$ cat src/vts_pkg.sv
// ****************************************************************
// Shared constants, types and table functions
// ****************************************************************
package vts_pkg;

    // Host register offsets
    localparam logic [7:0] VTS_ADDR_SYS_CFG   = 8'hA0;
    localparam logic [7:0] VTS_ADDR_VOUT_CMD  = 8'hA6;
    localparam logic [7:0] VTS_ADDR_OFFSET    = 8'hA8;
    localparam logic [7:0] VTS_ADDR_PROTOCOL  = 8'hC2;
    localparam logic [7:0] VTS_ADDR_STORE_ALL = 8'h15;

    // Voltage-ID port register offsets
    localparam logic [7:0] VTS_VID_ADDR_BOOT   = 8'h26;
    localparam logic [7:0] VTS_VID_ADDR_OFFSET = 8'h33;

    // Field positions
    localparam int VTS_CFG_SEL_LSB    = 0;
    localparam int VTS_PROTO_STEP_LSB = 0;
    localparam int VTS_PROTO_BOOT_LSB = 4;

    // Reset values
    localparam logic [7:0] VTS_SYS_CFG_RST  = 8'h00;
    localparam logic [7:0] VTS_VOUT_CMD_RST = 8'h00;
    localparam logic [7:0] VTS_OFFSET_RST   = 8'h00;
    localparam logic [7:0] VTS_PROTOCOL_RST = 8'h00;

    // Lowest legal output-target code (0.25 V or 0.50 V)
    localparam logic [7:0] VTS_VOUT_MIN_CODE = 8'h01;
    // Highest boot code that needs the fine step
    localparam logic [3:0] VTS_BOOT_FINE_MAX = 4'hC;

    // Target source selector
    typedef enum logic [1:0] {
        VTS_SRC_VID      = 2'b00,
        VTS_SRC_VID_HOST = 2'b01,
        VTS_SRC_HOST     = 2'b10,
        VTS_SRC_HOST_ALT = 2'b11
    } vts_src_type;

    // Step size select codes
    localparam logic [1:0] VTS_STEP_COARSE_A = 2'b00;
    localparam logic [1:0] VTS_STEP_COARSE_B = 2'b11;

    // Voltage-ID request kinds
    typedef enum logic [1:0] {
        VTS_VID_NONE   = 2'b00,
        VTS_VID_SETV   = 2'b01,
        VTS_VID_SET_WORKING_POINT_CMD  = 2'b10,
        VTS_VID_REGWR  = 2'b11
    } vts_vid_kind_type;

    // Conversion state, Gray along off, ramp, run
    typedef enum logic [1:0] {
        VTS_ST_OFF  = 2'b00,
        VTS_ST_RAMP = 2'b01,
        VTS_ST_RUN  = 2'b11
    } vts_state_type;

    typedef struct packed {
        logic       wr;
        logic       rd;
        logic [7:0] addr;
        logic [7:0] data;
    } vts_host_req_type;

    typedef struct packed {
        vts_vid_kind_type kind;
        logic [7:0]       addr;
        logic [7:0]       data;
    } vts_vid_req_type;

    typedef struct packed {
        logic [3:0] boot;
        logic [1:0] step;
        logic [7:0] vout_cmd;
        logic [7:0] offset;
    } vts_nvm_image_type;

    // Boot field to output code
    function automatic logic [7:0] vts_boot_code(input logic [3:0] boot);
        logic [7:0] code;
        code = 8'h00;
        case (boot)
            4'h1: code = 8'h65;
            4'h2: code = 8'h6F;
            4'h3: code = 8'h79;
            4'h4: code = 8'h83;
            4'h5: code = 8'h8D;
            4'h6: code = 8'h97;
            4'h7: code = 8'hA1;
            4'h8: code = 8'hAB;
            4'h9: code = 8'hAF;
            4'hA: code = 8'hC9;
            4'hB: code = 8'hDD;
            4'hC: code = 8'hFB;
            4'hD: code = 8'h6F;
            4'hE: code = 8'h79;
            4'hF: code = 8'h83;
            default: code = 8'h00;
        endcase
        return code;
    endfunction

    // Boot value must match the step size
    function automatic logic vts_boot_fits(input logic [3:0] boot, input logic [1:0] step);
        logic coarse;
        coarse = (step == VTS_STEP_COARSE_A) || (step == VTS_STEP_COARSE_B);
        if (boot == 4'h0) begin
            return 1'b1;
        end
        return (boot <= VTS_BOOT_FINE_MAX) ? !coarse : coarse;
    endfunction

endpackage

$ cat src/vts_core.sv
`timescale 1ns/1ps
// What this block does
// - Selector picks VID, VID plus offset, host
// - Selector latched at enable; changes wait toggle
// - VID modes start from boot field value
// - VID modes: target writes acked, discarded
// - Mode 00: offset write gets not-acknowledge
// - Mode 01: VID offset writes acked, ignored
// - Mode 01: new host offset applies next start
// - Host mode: VID set commands, offset ignored
// - Boot field write copies into VID boot
// - Store-all saves boot, target, offset to memory
// - Power-on loads stored boot into both places
// - Host mode starts from restored target
// - Host mode starts from target register
// - Fine step: target 0.25 to 1.52 V
// - Coarse step: target 0.50 to 3.04 V
// - Host mode run: target follows accepted writes one cycle after they land
// - Boot not fitting step size is refused
module vts_core (
    // Clock and reset
    input  wire logic                       i_clk_sys,
    input  wire logic                       i_nrst,
    // Conversion control
    input  wire logic                       i_en,
    input  wire logic                       i_ramp_done,
    input  wire logic [7:0]                 i_max_id_limit,
    // Host register port
    input  wire vts_pkg::vts_host_req_type  i_host_req,
    output logic                            o_host_ack,
    output logic                            o_host_nack,
    output logic [7:0]                      o_host_rdata,
    // Voltage-ID port
    input  wire vts_pkg::vts_vid_req_type   i_vid_req,
    output logic                            o_vid_ack,
    output logic [7:0]                      o_vid_boot,
    // Nonvolatile memory
    input  wire vts_pkg::vts_nvm_image_type i_nvm_image,
    output logic                            o_nvm_wr,
    output vts_pkg::vts_nvm_image_type      o_nvm_image,
    // Regulation target
    output logic [7:0]                      o_target,
    output logic [7:0]                      o_target_offset,
    output vts_pkg::vts_src_type            o_src_mode,
    output vts_pkg::vts_state_type          o_state
);
    import vts_pkg::*;

    // ****************************************************************
    // Storage
    // ****************************************************************
    logic [7:0]    cfg_reg;
    logic [7:0]    vout_cmd_reg;
    logic [7:0]    offset_reg;
    logic [7:0]    proto_reg;
    logic [7:0]    vid_boot_reg;
    logic [7:0]    vid_offset_reg;
    logic [7:0]    start_offset_reg;
    vts_src_type   mode_reg;
    vts_state_type state_reg;
    logic          en_d_reg;
    logic          por_done_reg;
    logic [7:0]    target_reg;
    logic [7:0]    toffset_reg;

    // ****************************************************************
    // Request decode
    // ****************************************************************
    logic        en_rise;
    logic        host_take;
    logic        host_wr;
    logic        vid_take;
    logic        wr_ok;
    logic        vid_set;
    vts_src_type active_mode;
    vts_src_type cfg_sel;
    logic [3:0]  wr_boot;
    logic [1:0]  wr_step;
    logic [7:0]  vid_clamped;

    // No start before the stored image is back, even with enable already high
    assign en_rise     = por_done_reg && i_en && !en_d_reg;
    assign cfg_sel     = vts_src_type'(cfg_reg[VTS_CFG_SEL_LSB +: 2]);
    // Live selector only while disabled; enabled runs on the latched copy
    assign active_mode = en_d_reg ? mode_reg : cfg_sel;
    // Nothing is taken until the stored image is back
    assign host_take   = por_done_reg && (i_host_req.wr || i_host_req.rd);
    assign host_wr     = por_done_reg && i_host_req.wr;
    assign vid_take    = por_done_reg && (i_vid_req.kind != VTS_VID_NONE);
    assign vid_set     = vid_take && (i_vid_req.kind == VTS_VID_SETV || i_vid_req.kind == VTS_VID_SET_WORKING_POINT_CMD);
    assign wr_boot     = i_host_req.data[VTS_PROTO_BOOT_LSB +: 4];
    assign wr_step     = i_host_req.data[VTS_PROTO_STEP_LSB +: 2];
    assign vid_clamped = (i_vid_req.data > i_max_id_limit) ? i_max_id_limit : i_vid_req.data;

    // Acceptance of a host write per address and mode
    always_comb begin
        wr_ok = 1'b0;
        case (i_host_req.addr)
            VTS_ADDR_SYS_CFG:   wr_ok = 1'b1;
            VTS_ADDR_VOUT_CMD:  wr_ok = (i_host_req.data >= VTS_VOUT_MIN_CODE);
            VTS_ADDR_OFFSET:    wr_ok = (active_mode != VTS_SRC_VID);
            VTS_ADDR_PROTOCOL:  wr_ok = vts_boot_fits(wr_boot, wr_step);
            VTS_ADDR_STORE_ALL: wr_ok = 1'b1;
            default:            wr_ok = 1'b0;
        endcase
    end

    // ****************************************************************
    // Host answers
    // ****************************************************************
    // One-cycle ack or nack, read data held until the next read
    always_ff @(posedge i_clk_sys or negedge i_nrst) begin
        if (!i_nrst) begin
            o_host_ack   <= 1'b0;
            o_host_nack  <= 1'b0;
            o_host_rdata <= 8'h00;
        end else begin
            o_host_ack  <= 1'b0;
            o_host_nack <= 1'b0;
            if (host_wr) begin
                o_host_ack  <= wr_ok;
                o_host_nack <= !wr_ok;
            end else if (host_take) begin
                o_host_ack  <= 1'b1;
                case (i_host_req.addr)
                    VTS_ADDR_SYS_CFG:  o_host_rdata <= cfg_reg;
                    VTS_ADDR_VOUT_CMD: o_host_rdata <= vout_cmd_reg;
                    VTS_ADDR_OFFSET:   o_host_rdata <= offset_reg;
                    VTS_ADDR_PROTOCOL: o_host_rdata <= proto_reg;
                    default: begin
                        o_host_ack   <= 1'b0;
                        o_host_nack  <= 1'b1;
                        o_host_rdata <= 8'h00;
                    end
                endcase
            end
        end
    end

    // ****************************************************************
    // Host registers and power-on restore
    // ****************************************************************
    // First edge after release pulls the stored image back in
    always_ff @(posedge i_clk_sys or negedge i_nrst) begin
        if (!i_nrst) begin
            por_done_reg <= 1'b0;
            cfg_reg      <= VTS_SYS_CFG_RST;
            vout_cmd_reg <= VTS_VOUT_CMD_RST;
            offset_reg   <= VTS_OFFSET_RST;
            proto_reg    <= VTS_PROTOCOL_RST;
        end else if (!por_done_reg) begin
            por_done_reg <= 1'b1;
            proto_reg    <= {i_nvm_image.boot, 2'b00, i_nvm_image.step};
            vout_cmd_reg <= i_nvm_image.vout_cmd;
            offset_reg   <= i_nvm_image.offset;
        end else if (host_wr && wr_ok) begin
            case (i_host_req.addr)
                VTS_ADDR_SYS_CFG: cfg_reg <= i_host_req.data;
                VTS_ADDR_VOUT_CMD: begin
                    // VID-driven modes drop the value outright
                    if (active_mode[1]) begin
                        vout_cmd_reg <= i_host_req.data;
                    end
                end
                VTS_ADDR_OFFSET:   offset_reg <= i_host_req.data;
                VTS_ADDR_PROTOCOL: proto_reg  <= i_host_req.data;
                default: ;
            endcase
        end
    end

    // ****************************************************************
    // Voltage-ID registers
    // ****************************************************************
    // Boot mirror follows the host field; offset only counts in mode 00
    always_ff @(posedge i_clk_sys or negedge i_nrst) begin
        if (!i_nrst) begin
            vid_boot_reg   <= 8'h00;
            vid_offset_reg <= 8'h00;
            o_vid_ack      <= 1'b0;
        end else begin
            o_vid_ack <= vid_take; // every request is acknowledged
            if (!por_done_reg) begin
                vid_boot_reg <= vts_boot_code(i_nvm_image.boot);
            end else if (host_wr && wr_ok && i_host_req.addr == VTS_ADDR_PROTOCOL) begin
                vid_boot_reg <= vts_boot_code(wr_boot);
            end
            if (vid_take && i_vid_req.kind == VTS_VID_REGWR && i_vid_req.addr == VTS_VID_ADDR_OFFSET &&
                active_mode == VTS_SRC_VID) begin
                vid_offset_reg <= i_vid_req.data;
            end
        end
    end

    // ****************************************************************
    // Nonvolatile store
    // ****************************************************************
    // Image snapshots the values current at the command
    always_ff @(posedge i_clk_sys or negedge i_nrst) begin
        if (!i_nrst) begin
            o_nvm_wr    <= 1'b0;
            o_nvm_image <= '0;
        end else begin
            o_nvm_wr <= 1'b0;
            if (host_wr && i_host_req.addr == VTS_ADDR_STORE_ALL) begin
                o_nvm_wr             <= 1'b1;
                o_nvm_image.boot     <= proto_reg[VTS_PROTO_BOOT_LSB +: 4];
                o_nvm_image.step     <= proto_reg[VTS_PROTO_STEP_LSB +: 2];
                o_nvm_image.vout_cmd <= vout_cmd_reg;
                o_nvm_image.offset   <= offset_reg;
            end
        end
    end

    // ****************************************************************
    // Selector latch and conversion state
    // ****************************************************************
    // Mode frozen from enable rise until enable drops again
    always_ff @(posedge i_clk_sys or negedge i_nrst) begin
        if (!i_nrst) begin
            en_d_reg  <= 1'b0;
            mode_reg  <= VTS_SRC_VID;
            state_reg <= VTS_ST_OFF;
        end else begin
            en_d_reg <= i_en && por_done_reg; // Enable seen only after restore
            if (en_rise) begin
                mode_reg <= cfg_sel;
            end
            case (state_reg)
                VTS_ST_OFF:  if (en_rise) state_reg <= VTS_ST_RAMP;
                VTS_ST_RAMP: if (!i_en) state_reg <= VTS_ST_OFF;
                             else if (i_ramp_done) state_reg <= VTS_ST_RUN;
                VTS_ST_RUN:  if (!i_en) state_reg <= VTS_ST_OFF;
                default:     state_reg <= VTS_ST_OFF;
            endcase
        end
    end

    // ****************************************************************
    // Regulation target
    // ****************************************************************
    // Start values at enable rise, then per-mode tracking while running
    always_ff @(posedge i_clk_sys or negedge i_nrst) begin
        if (!i_nrst) begin
            target_reg       <= 8'h00;
            toffset_reg      <= 8'h00;
            start_offset_reg <= 8'h00;
        end else if (!i_en) begin
            target_reg  <= 8'h00;
            toffset_reg <= 8'h00;
        end else if (en_rise) begin
            if (cfg_sel[1]) begin
                target_reg  <= vout_cmd_reg;
                toffset_reg <= offset_reg;
            end else begin
                target_reg  <= vts_boot_code(proto_reg[VTS_PROTO_BOOT_LSB +: 4]);
                // Mode 00 starts with no offset; mode 01 freezes the host one
                toffset_reg <= (cfg_sel == VTS_SRC_VID) ? 8'h00 : offset_reg;
            end
            start_offset_reg <= offset_reg;
        end else if (state_reg == VTS_ST_RUN) begin
            case (mode_reg)
                VTS_SRC_VID: begin
                    if (vid_set) target_reg <= vid_clamped;
                    toffset_reg <= vid_offset_reg;
                end
                VTS_SRC_VID_HOST: begin
                    if (vid_set) target_reg <= vid_clamped;
                    toffset_reg <= start_offset_reg;
                end
                default: begin
                    // One cycle after the accepted write lands
                    target_reg  <= vout_cmd_reg;
                    toffset_reg <= offset_reg;
                end
            endcase
        end
    end

    assign o_target        = target_reg;
    assign o_target_offset = toffset_reg;
    assign o_src_mode      = mode_reg;
    assign o_state         = state_reg;
    assign o_vid_boot      = vid_boot_reg;
endmodule

$ cat config.mk
export PLATFORM = sky130hd
export DESIGN_NAME = vts_core
export DESIGN_NICKNAME = d
export VERILOG_FILES = /design/src/vts_pkg.sv /design/src/vts_core.sv
export SDC_FILE = /design/constraint.sdc
export NUM_CORES = 1
export LEC_CHECK = 0
export ABC_AREA = 1
export BUFFER_PORTS_ARGS = -buffer_cell sky130_fd_sc_hd__buf_2
export CORE_MARGIN = 4
export CORE_UTILIZATION = 50
export DETAILED_ROUTE_END_ITERATION = 7
export PLACE_DENSITY = 0.74
export SLEW_MARGIN = 15
export SYNTH_ARGS = -nofsm -noshare
export SYNTH_HDL_FRONTEND = slang
export SYNTH_SLANG_ARGS = --single-unit
$ cat constraint.sdc
create_clock -name i_clk_sys -period 2.1 [get_ports i_clk_sys]
set_clock_uncertainty 0.05 [all_clocks]
set_input_delay 0.315 -clock i_clk_sys [delete_from_list [all_inputs] [get_ports i_clk_sys]]
set_output_delay 0.315 -clock i_clk_sys [all_outputs]
set_load 0.05 [all_outputs]
==> run_results.csv, run 1 <==
group,metric,value,unit
final_layout,fin_area,7660,sq um
sta,period_needed,1970,ps
sta,period_share,93.7,%
synth,synth_flop_cell,"dfrtp_1",
final_layout,top_register,"o_nvm_image",
sta,setup_viol_count_final,0,
synth,ys_seq_elements,112,
critical_path,path_cells,"nand2_1 -> nor2_1 -> buf_4 -> nor2_4 -> nand3_1 -> nand2_1 -> a211oi_1 -> o21ai_0 -> nand2_1",
clocking,path_clk_slew,70,ps
sta,finalMaxSlewViolations,0,
clocking,clock_sinks,112,
synth,yosys_warnings,0,
critical_path,worstRegToRegCells,9,
grt,grt_pass1_wl,28300,um
detailed_routing,ant_nets,0,
grt,grt_overflow,0,
synth,ys_top_cells_by_area,"dfrtp_1 (44%), nand2_1 (17%), o21ai_0 (8.2%)",
synth,synth_top_area_share,43.6,%
place,portBuffers,131,
critical_path,critPathArrivalTime,2210,ps
power_and_ir_drop,power_density,732,nW/um^2
power_and_ir_drop,peakVddDrop,0.000432,V
final_layout,antennaDiodeCount,0,
job,maxCapViolCount,0,
critical_path,critPathBufInv,1,
synth,syn-instance-count,855,
detailed_routing,wl,17800,um
critical_path,path_max_fanout,16,
critical_path,path_class,"flip-flop to flip-flop",
final_layout,area_delta_synth_final,19.3,%
critical_path,critPathLaunch,"por_done_reg",
sta,final-hold-violation-count,0,
final_layout,layout_commonest_cell,"nand2_1",
critical_path,cp-start-kind,"flip-flop",
place,gp_congestion,0.940,
worst_hold_path,min_from,"i_vid_req[1]",
worst_hold_path,holdCritPathClass,"input port to flip-flop",
synth,avgSynthCellArea,7.51,sq um
clocking,post_cts_resize_count,0,
synth,synthesis.nets,956,
detailed_routing,drc,0,
synth,synth-edff-count,0,
final_layout,final_nets,1094,
detailed_routing,firstDrtPassIters,5,
detailed_routing,drt-initial-drc-count,525,
place,dpl.hpwl,13700,um
final_layout,layout-drive-gt1-share,19.4,%
grt,grt_usage,24.4,%
die,floorplan.initialDensity,50.9,%
clocking,cts_tree,"yes",
synth,yosys.area.top_type,"dfrtp_1",
clocking,root_buffer,"clkbuf_16",
grt,grt_pass1_vias,5613,
clocking,clockBufferDepth,2,
synth,synth_cell_types,40,
grt,antenna_found_initial,0,
detailed_routing,vias,6208,
detailed_routing,post_drt_wl_per_cell,15.2,um
die,die_x,121,um
final_layout,fillCellCount,1205,
critical_path,r2r_start,"por_done_reg",
critical_path,cp_num_cells,9,
sta,worst_pin_slew,562,ps
detailed_routing,via_per_inst,5.31,
critical_path,crit_family,"simple AND/OR/NAND/NOR gates",
clocking,post_cts_buffers,0,
final_layout,largest_reg_flops,22,
sta,tns,0,ps
synth,syn_area,6420,sq um
die,die_h,121,um
critical_path,r2r_setup_slack,130,ps
synth,postSynth.asyncResetShare,100,%
place,placed_cell_area,7350,sq um
critical_path,worst_path_largest_cell_delay,410,ps
die,io_pins,132,
critical_path,rr_endpoint,"o_target[5]",
clocking,cts_buffers,9,
final_layout,layout_common_cells,"nand2_1 (293), buf_2 (130), dfrtp_1 (112), o21ai_0 (105), inv_1 (88)",
die,row_count,41,
critical_path,cp.required,2340,ps
critical_path,crit_slowest_cell,"dfrtp_1",
critical_path,critPathMostFrequentCell,"nand2_1",
sta,max_slew_margin,62.4,%
critical_path,crit_path_end_kind,"flip-flop",
die,core-area,12600,sq um
power_and_ir_drop,p_leak,4.22,nW
critical_path,crit_end,"o_target[5]",
sta,rsz0062_at_grt,"true",
power_and_ir_drop,power,5.61,mW
run_status,status,"completed",
grt,grt_max_degree,47,
clocking,htreeDepth,3,
clocking,clkLatencyLatePin,350,ps
sta,fmax,0.508,GHz
die,dieArea,14700,sq um
synth,yosysSeqAreaShare,43.6,%
-- per-layer routing --
metal  global-route usage, %  share of wire (%)
met1                    35.4                 45
met2                    37.1                 45
met3                    3.45                7.5
met4                    9.03                2.7
met5                       0                  0
-- synthesized netlist by cell type (5+ instances only) --
| library cell | instances |
|---|---|
| o22ai_1 | 18 |
| inv_1 | 88 |
| ha_1 | 31 |
| buf_2 | 5 |
| a21oi_1 | 29 |
| o21ai_0 | 105 |
| nand4_1 | 7 |
| a211oi_1 | 5 |
| nand3_1 | 57 |
| o21ai_1 | 6 |
| nor2_1 | 28 |
| nand2_1 | 293 |
| dfrtp_1 | 112 |
| clkbuf_1 | 14 |
-- what timing repair did --
| item | in CTS | in global routing |
|---|---|---|
| setup endpoints to repair | 0 | 3 |
| endpoints found under the hold margin | 37 | 0 |
| hold buffers | 1 | 0 |
-- cell families after synthesis --
family | after synthesis | share of synthesized area (%)
buffers and inverters | 122 | 7.64
AND/OR/NAND/NOR | 408 | 27.1
AO/OA/AOI/OAI | 180 | 15.4
adder cells (fa/ha/maj) | 31 | 6.04
flip-flops | 112 | 43.6
multiplexers | 1 | 0.156
other | 1 | 0.0584
-- worst reg2reg max path, stage by stage (launching register included) --
cell and delay, ps:
dfrtp_1 410, nand2_1 100, nor2_1 180, buf_4 240, nor2_4 60, nand3_1 100
nand2_1 180, a211oi_1 340, o21ai_0 150, nand2_1 80
-- worst min-delay path by stage --
stage | slack [ps] | end | cells after the start
final | 190 | vid_offset_reg[1] | 3
after global routing | 190 | vid_offset_reg[1] | 3
after CTS | 180 | vid_offset_reg[1] | 3
after detailed placement | 280 | o_target_offset[2] | 1
after global placement | 280 | o_target_offset[2] | 1
after floorplan | -30 | cfg_reg[0] | 0
-- report_power, final --
part	internal, mW	leakage, nW	switching [mW]	total, mW
logic	0.400	2.59	1.02	1.42
clock network	0.928	0.146	0.785	1.71
registers	2.33	1.48	0.141	2.48
total	3.66	4.22	1.95	5.61
-- metrics by stage --
| step | utilization [%] | setup WS, ps | hold slack (ps) | std cells |
|---|---|---|---|---|
| floorplan | - | 128 | -30.6 | 855 |
| global placement | 58.3 | 143 | 284 | 1153 |
| detailed placement | 58.3 | 84.1 | 282 | 1153 |
| CTS | 60.7 | 161 | 185 | 1170 |
| global route | 60.7 | -23.5 | 195 | 1170 |
| finish | 60.7 | 133 | 186 | 1170 |
-- cell type report --
class / count / area [sq um] / share of cell area, %
multi-input cells: 621 / 3130 / 40.8
clock buffers: 9 / 225 / 2.94
flip-flops and latches: 112 / 2800 / 36.6
well taps: 172 / 215 / 2.81
inverters: 94 / 353 / 4.61
clock inverters: 7 / 70.1 / 0.915
repair buffers: 155 / 866 / 11.3
Power figures use the tool's default switching activity.
==> run 2, diff against run 1 <==
- GPL_TIMING_DRIVEN: default -> 0
==> run 2 against run 1 <==
  * Worst hold slack worse by 7.1 ps
  * Count of clock-buffer cells in the layout increased by 1
  * Sequential power is essentially flat
  * Maximum frequency shrank 0.31%
  * Power down 1.1%
  * Register-to-register slack hardly changed
  * Largest cell class unchanged
  * Cell area is 0.23% lower
  * Final cell count rose by 0.43%
  * Highest routed layer unchanged
  * Die area stayed put
  * Critical endpoint is now vid_offset_reg[7]
  * Global-route usage is 0.93 points higher
  * Wire length grew 1.5%
  * First-iteration DRC count up 3.4%
==> run_results.csv, run 2 (synthesized netlist as in run 1, its figures left out) <==
group,metric,value,unit
detailed_routing,post_drt_wl_per_cell,15.3,um
final_layout,top_register,"o_nvm_image",
final_layout,layout_commonest_cell,"nand2_1",
job,maxCapViolCount,0,
die,row_count,41,
power_and_ir_drop,power_density,726,nW/um^2
grt,use_met1,36.1,%
final_layout,layout_common_cells,"nand2_1 (292), buf_2 (133), dfrtp_1 (110), o21ai_0 (105), inv_1 (88)",
clocking,clockBufferDepth,2,
clocking,path_clk_slew,70,ps
die,io_pins,132,
grt,gr-usage-met3,5.36,%
place,dp.cells,1158,
critical_path,worstRegToRegCells,8,
worst_hold_path,whs_path_depth,3,
grt,grt_pass1_wl,29400,um
detailed_routing,drt-initial-drc-count,543,
detailed_routing,via_per_inst,5.27,
detailed_routing,vias,6196,
critical_path,path_max_fanout,10,
sta,final-hold-violation-count,0,
die,floorplan.initialDensity,50.9,%
critical_path,path_class,"flip-flop to flip-flop",
detailed_routing,drc,0,
critical_path,r2r_setup_slack,130,ps
detailed_routing,ant_nets,0,
worst_hold_path,min_from,"i_host_req[2]",
final_layout,layout-drive-gt1-share,18.6,%
clocking,clkLatencyLatePin,360,ps
run_status,status,"completed",
final_layout,instances_no_fill,1175,
critical_path,rr_endpoint,"vid_offset_reg[7]",
final_layout,area_delta_synth_final,19.0,%
clocking,clock_sinks,112,
critical_path,cp-start-kind,"flip-flop",
final_layout,antennaDiodeCount,0,
critical_path,cp.required,2270,ps
sta,hold_ws,179,ps
detailed_routing,firstDrtPassIters,5,
place,gp_congestion,0.924,
critical_path,crit_path_end_kind,"flip-flop",
final_layout,largest_reg_flops,22,
power_and_ir_drop,peakVddDrop,0.000586,V
final_layout,fillCellCount,1201,
place,portBuffers,130,
die,core-area,12600,sq um
power_and_ir_drop,p_leak,4.17,nW
grt,grt_max_degree,80,
worst_hold_path,holdCritPathClass,"input port to flip-flop",
clocking,cts_buffers,9,
sta,worst_pin_slew,508,ps
grt,grt_usage,25.3,%
grt,grt_overflow,0,
detailed_routing,wl,18000,um
place,dpl.hpwl,13900,um
clocking,post_cts_buffers,0,
sta,setup_viol_count_final,0,
worst_hold_path,hold_end,"cfg_reg[2]",
sta,finalMaxSlewViolations,0,
critical_path,critPathArrivalTime,2150,ps
grt,use_met2,38.0,%
sta,period_needed,1970,ps
clocking,root_buffer,"clkbuf_16",
die,dieArea,14700,sq um
sta,rsz0062_at_grt,"false",
final_layout,final_nets,1099,
sta,max_slew_margin,66.1,%
clocking,htreeDepth,3,
grt,grt_most_used_layer,"met2",
grt,grt_pass1_vias,5811,
die,die_h,121,um
sta,period_share,94.0,%
critical_path,r2r_start,"o_src_mode[1]",
sta,fmax,0.507,GHz
grt,antenna_found_initial,0,
clocking,cts_tree,"yes",
die,die_x,121,um
[run 2: cell types whose count changed in the layout (fill, tap and decap cells not counted), moves of 2 or more]
cell / change
buf_1: +3
buf_12: -2
buf_2: +3
buf_4: -19
buf_6: +3
clkbuf_1: +14
clkbuf_2: +2
clkinv_2: -3
clkinv_4: +2
dfrtp_1: -2
dfrtp_2: +2
[run 2: timing repair]
item,CTS,global route
endpoints found under the setup margin,0,45
hold buffers,1,0
endpoints found under the hold margin,33,0
resized for setup,0,10
[run 2: per-stage QoR]
step	setup WS, ps	TNS, ps	util (%)	cell area [sq um]	power [mW]
floorplan	128	0	-	6420	3.43
global placement	-615	-68150	57.7	7290	3.88
detailed placement	-34.7	-296	58.0	7320	3.91
CTS	25.2	0	60.4	7620	5.56
global route	9.11	0	60.6	7640	5.85
finish	127	0	60.6	7640	5.54
[run 2: worst max-delay path by stage]
stage                  startpoint                 to  cells after the start
floorplan           o_src_mode[1]      o_vid_boot[6]                     11
global placement           i_nrst         cfg_reg[0]                      1
detailed placement  i_host_req[4]    vout_cmd_reg[1]                     13
CTS                 o_src_mode[1]      o_vid_boot[6]                     11
global route        o_src_mode[1]      offset_reg[6]                     11
finish              o_src_mode[1]  vid_offset_reg[7]                      8
[run 2: final cells by class]
| class | instances | area, sq um | area share, % |
|---|---|---|---|
| repair buffers | 132 | 694 | 9.09 |
| flip-flops and latches | 112 | 2810 | 36.7 |
| plain buffers | 28 | 143 | 1.87 |
| well taps | 172 | 215 | 2.82 |
| multi-input cells | 621 | 3140 | 41.1 |
| clock buffers | 10 | 229 | 3.00 |
| clock inverters | 6 | 60.1 | 0.786 |
| inverters | 94 | 357 | 4.67 |
[run 2: where the power goes]
part / total [mW] / leakage, nW / internal, mW / switching, mW
registers: 2.47 / 1.48 / 2.33 / 0.137
logic: 1.41 / 2.56 / 0.386 / 1.03
clock network: 1.66 / 0.141 / 0.833 / 0.825
[run 2: metal layers]
layer | routed length, um | up-vias
met2 | 8000 | 252
li1 | - | 3084
met5 | 0 | -
met3 | 1350 | 33
met1 | 8220 | 2827
met4 | 445 | 0
[run 2: worst max-delay path, cell delays in order (launching register included)]
cell and delay, ps:
dfrtp_1 400, clkbuf_4 210, nor2_1 210, o21ai_2 130
inv_1 90, nand4_1 280, clkbuf_1 300, nand2_1 110
o21ai_0 80
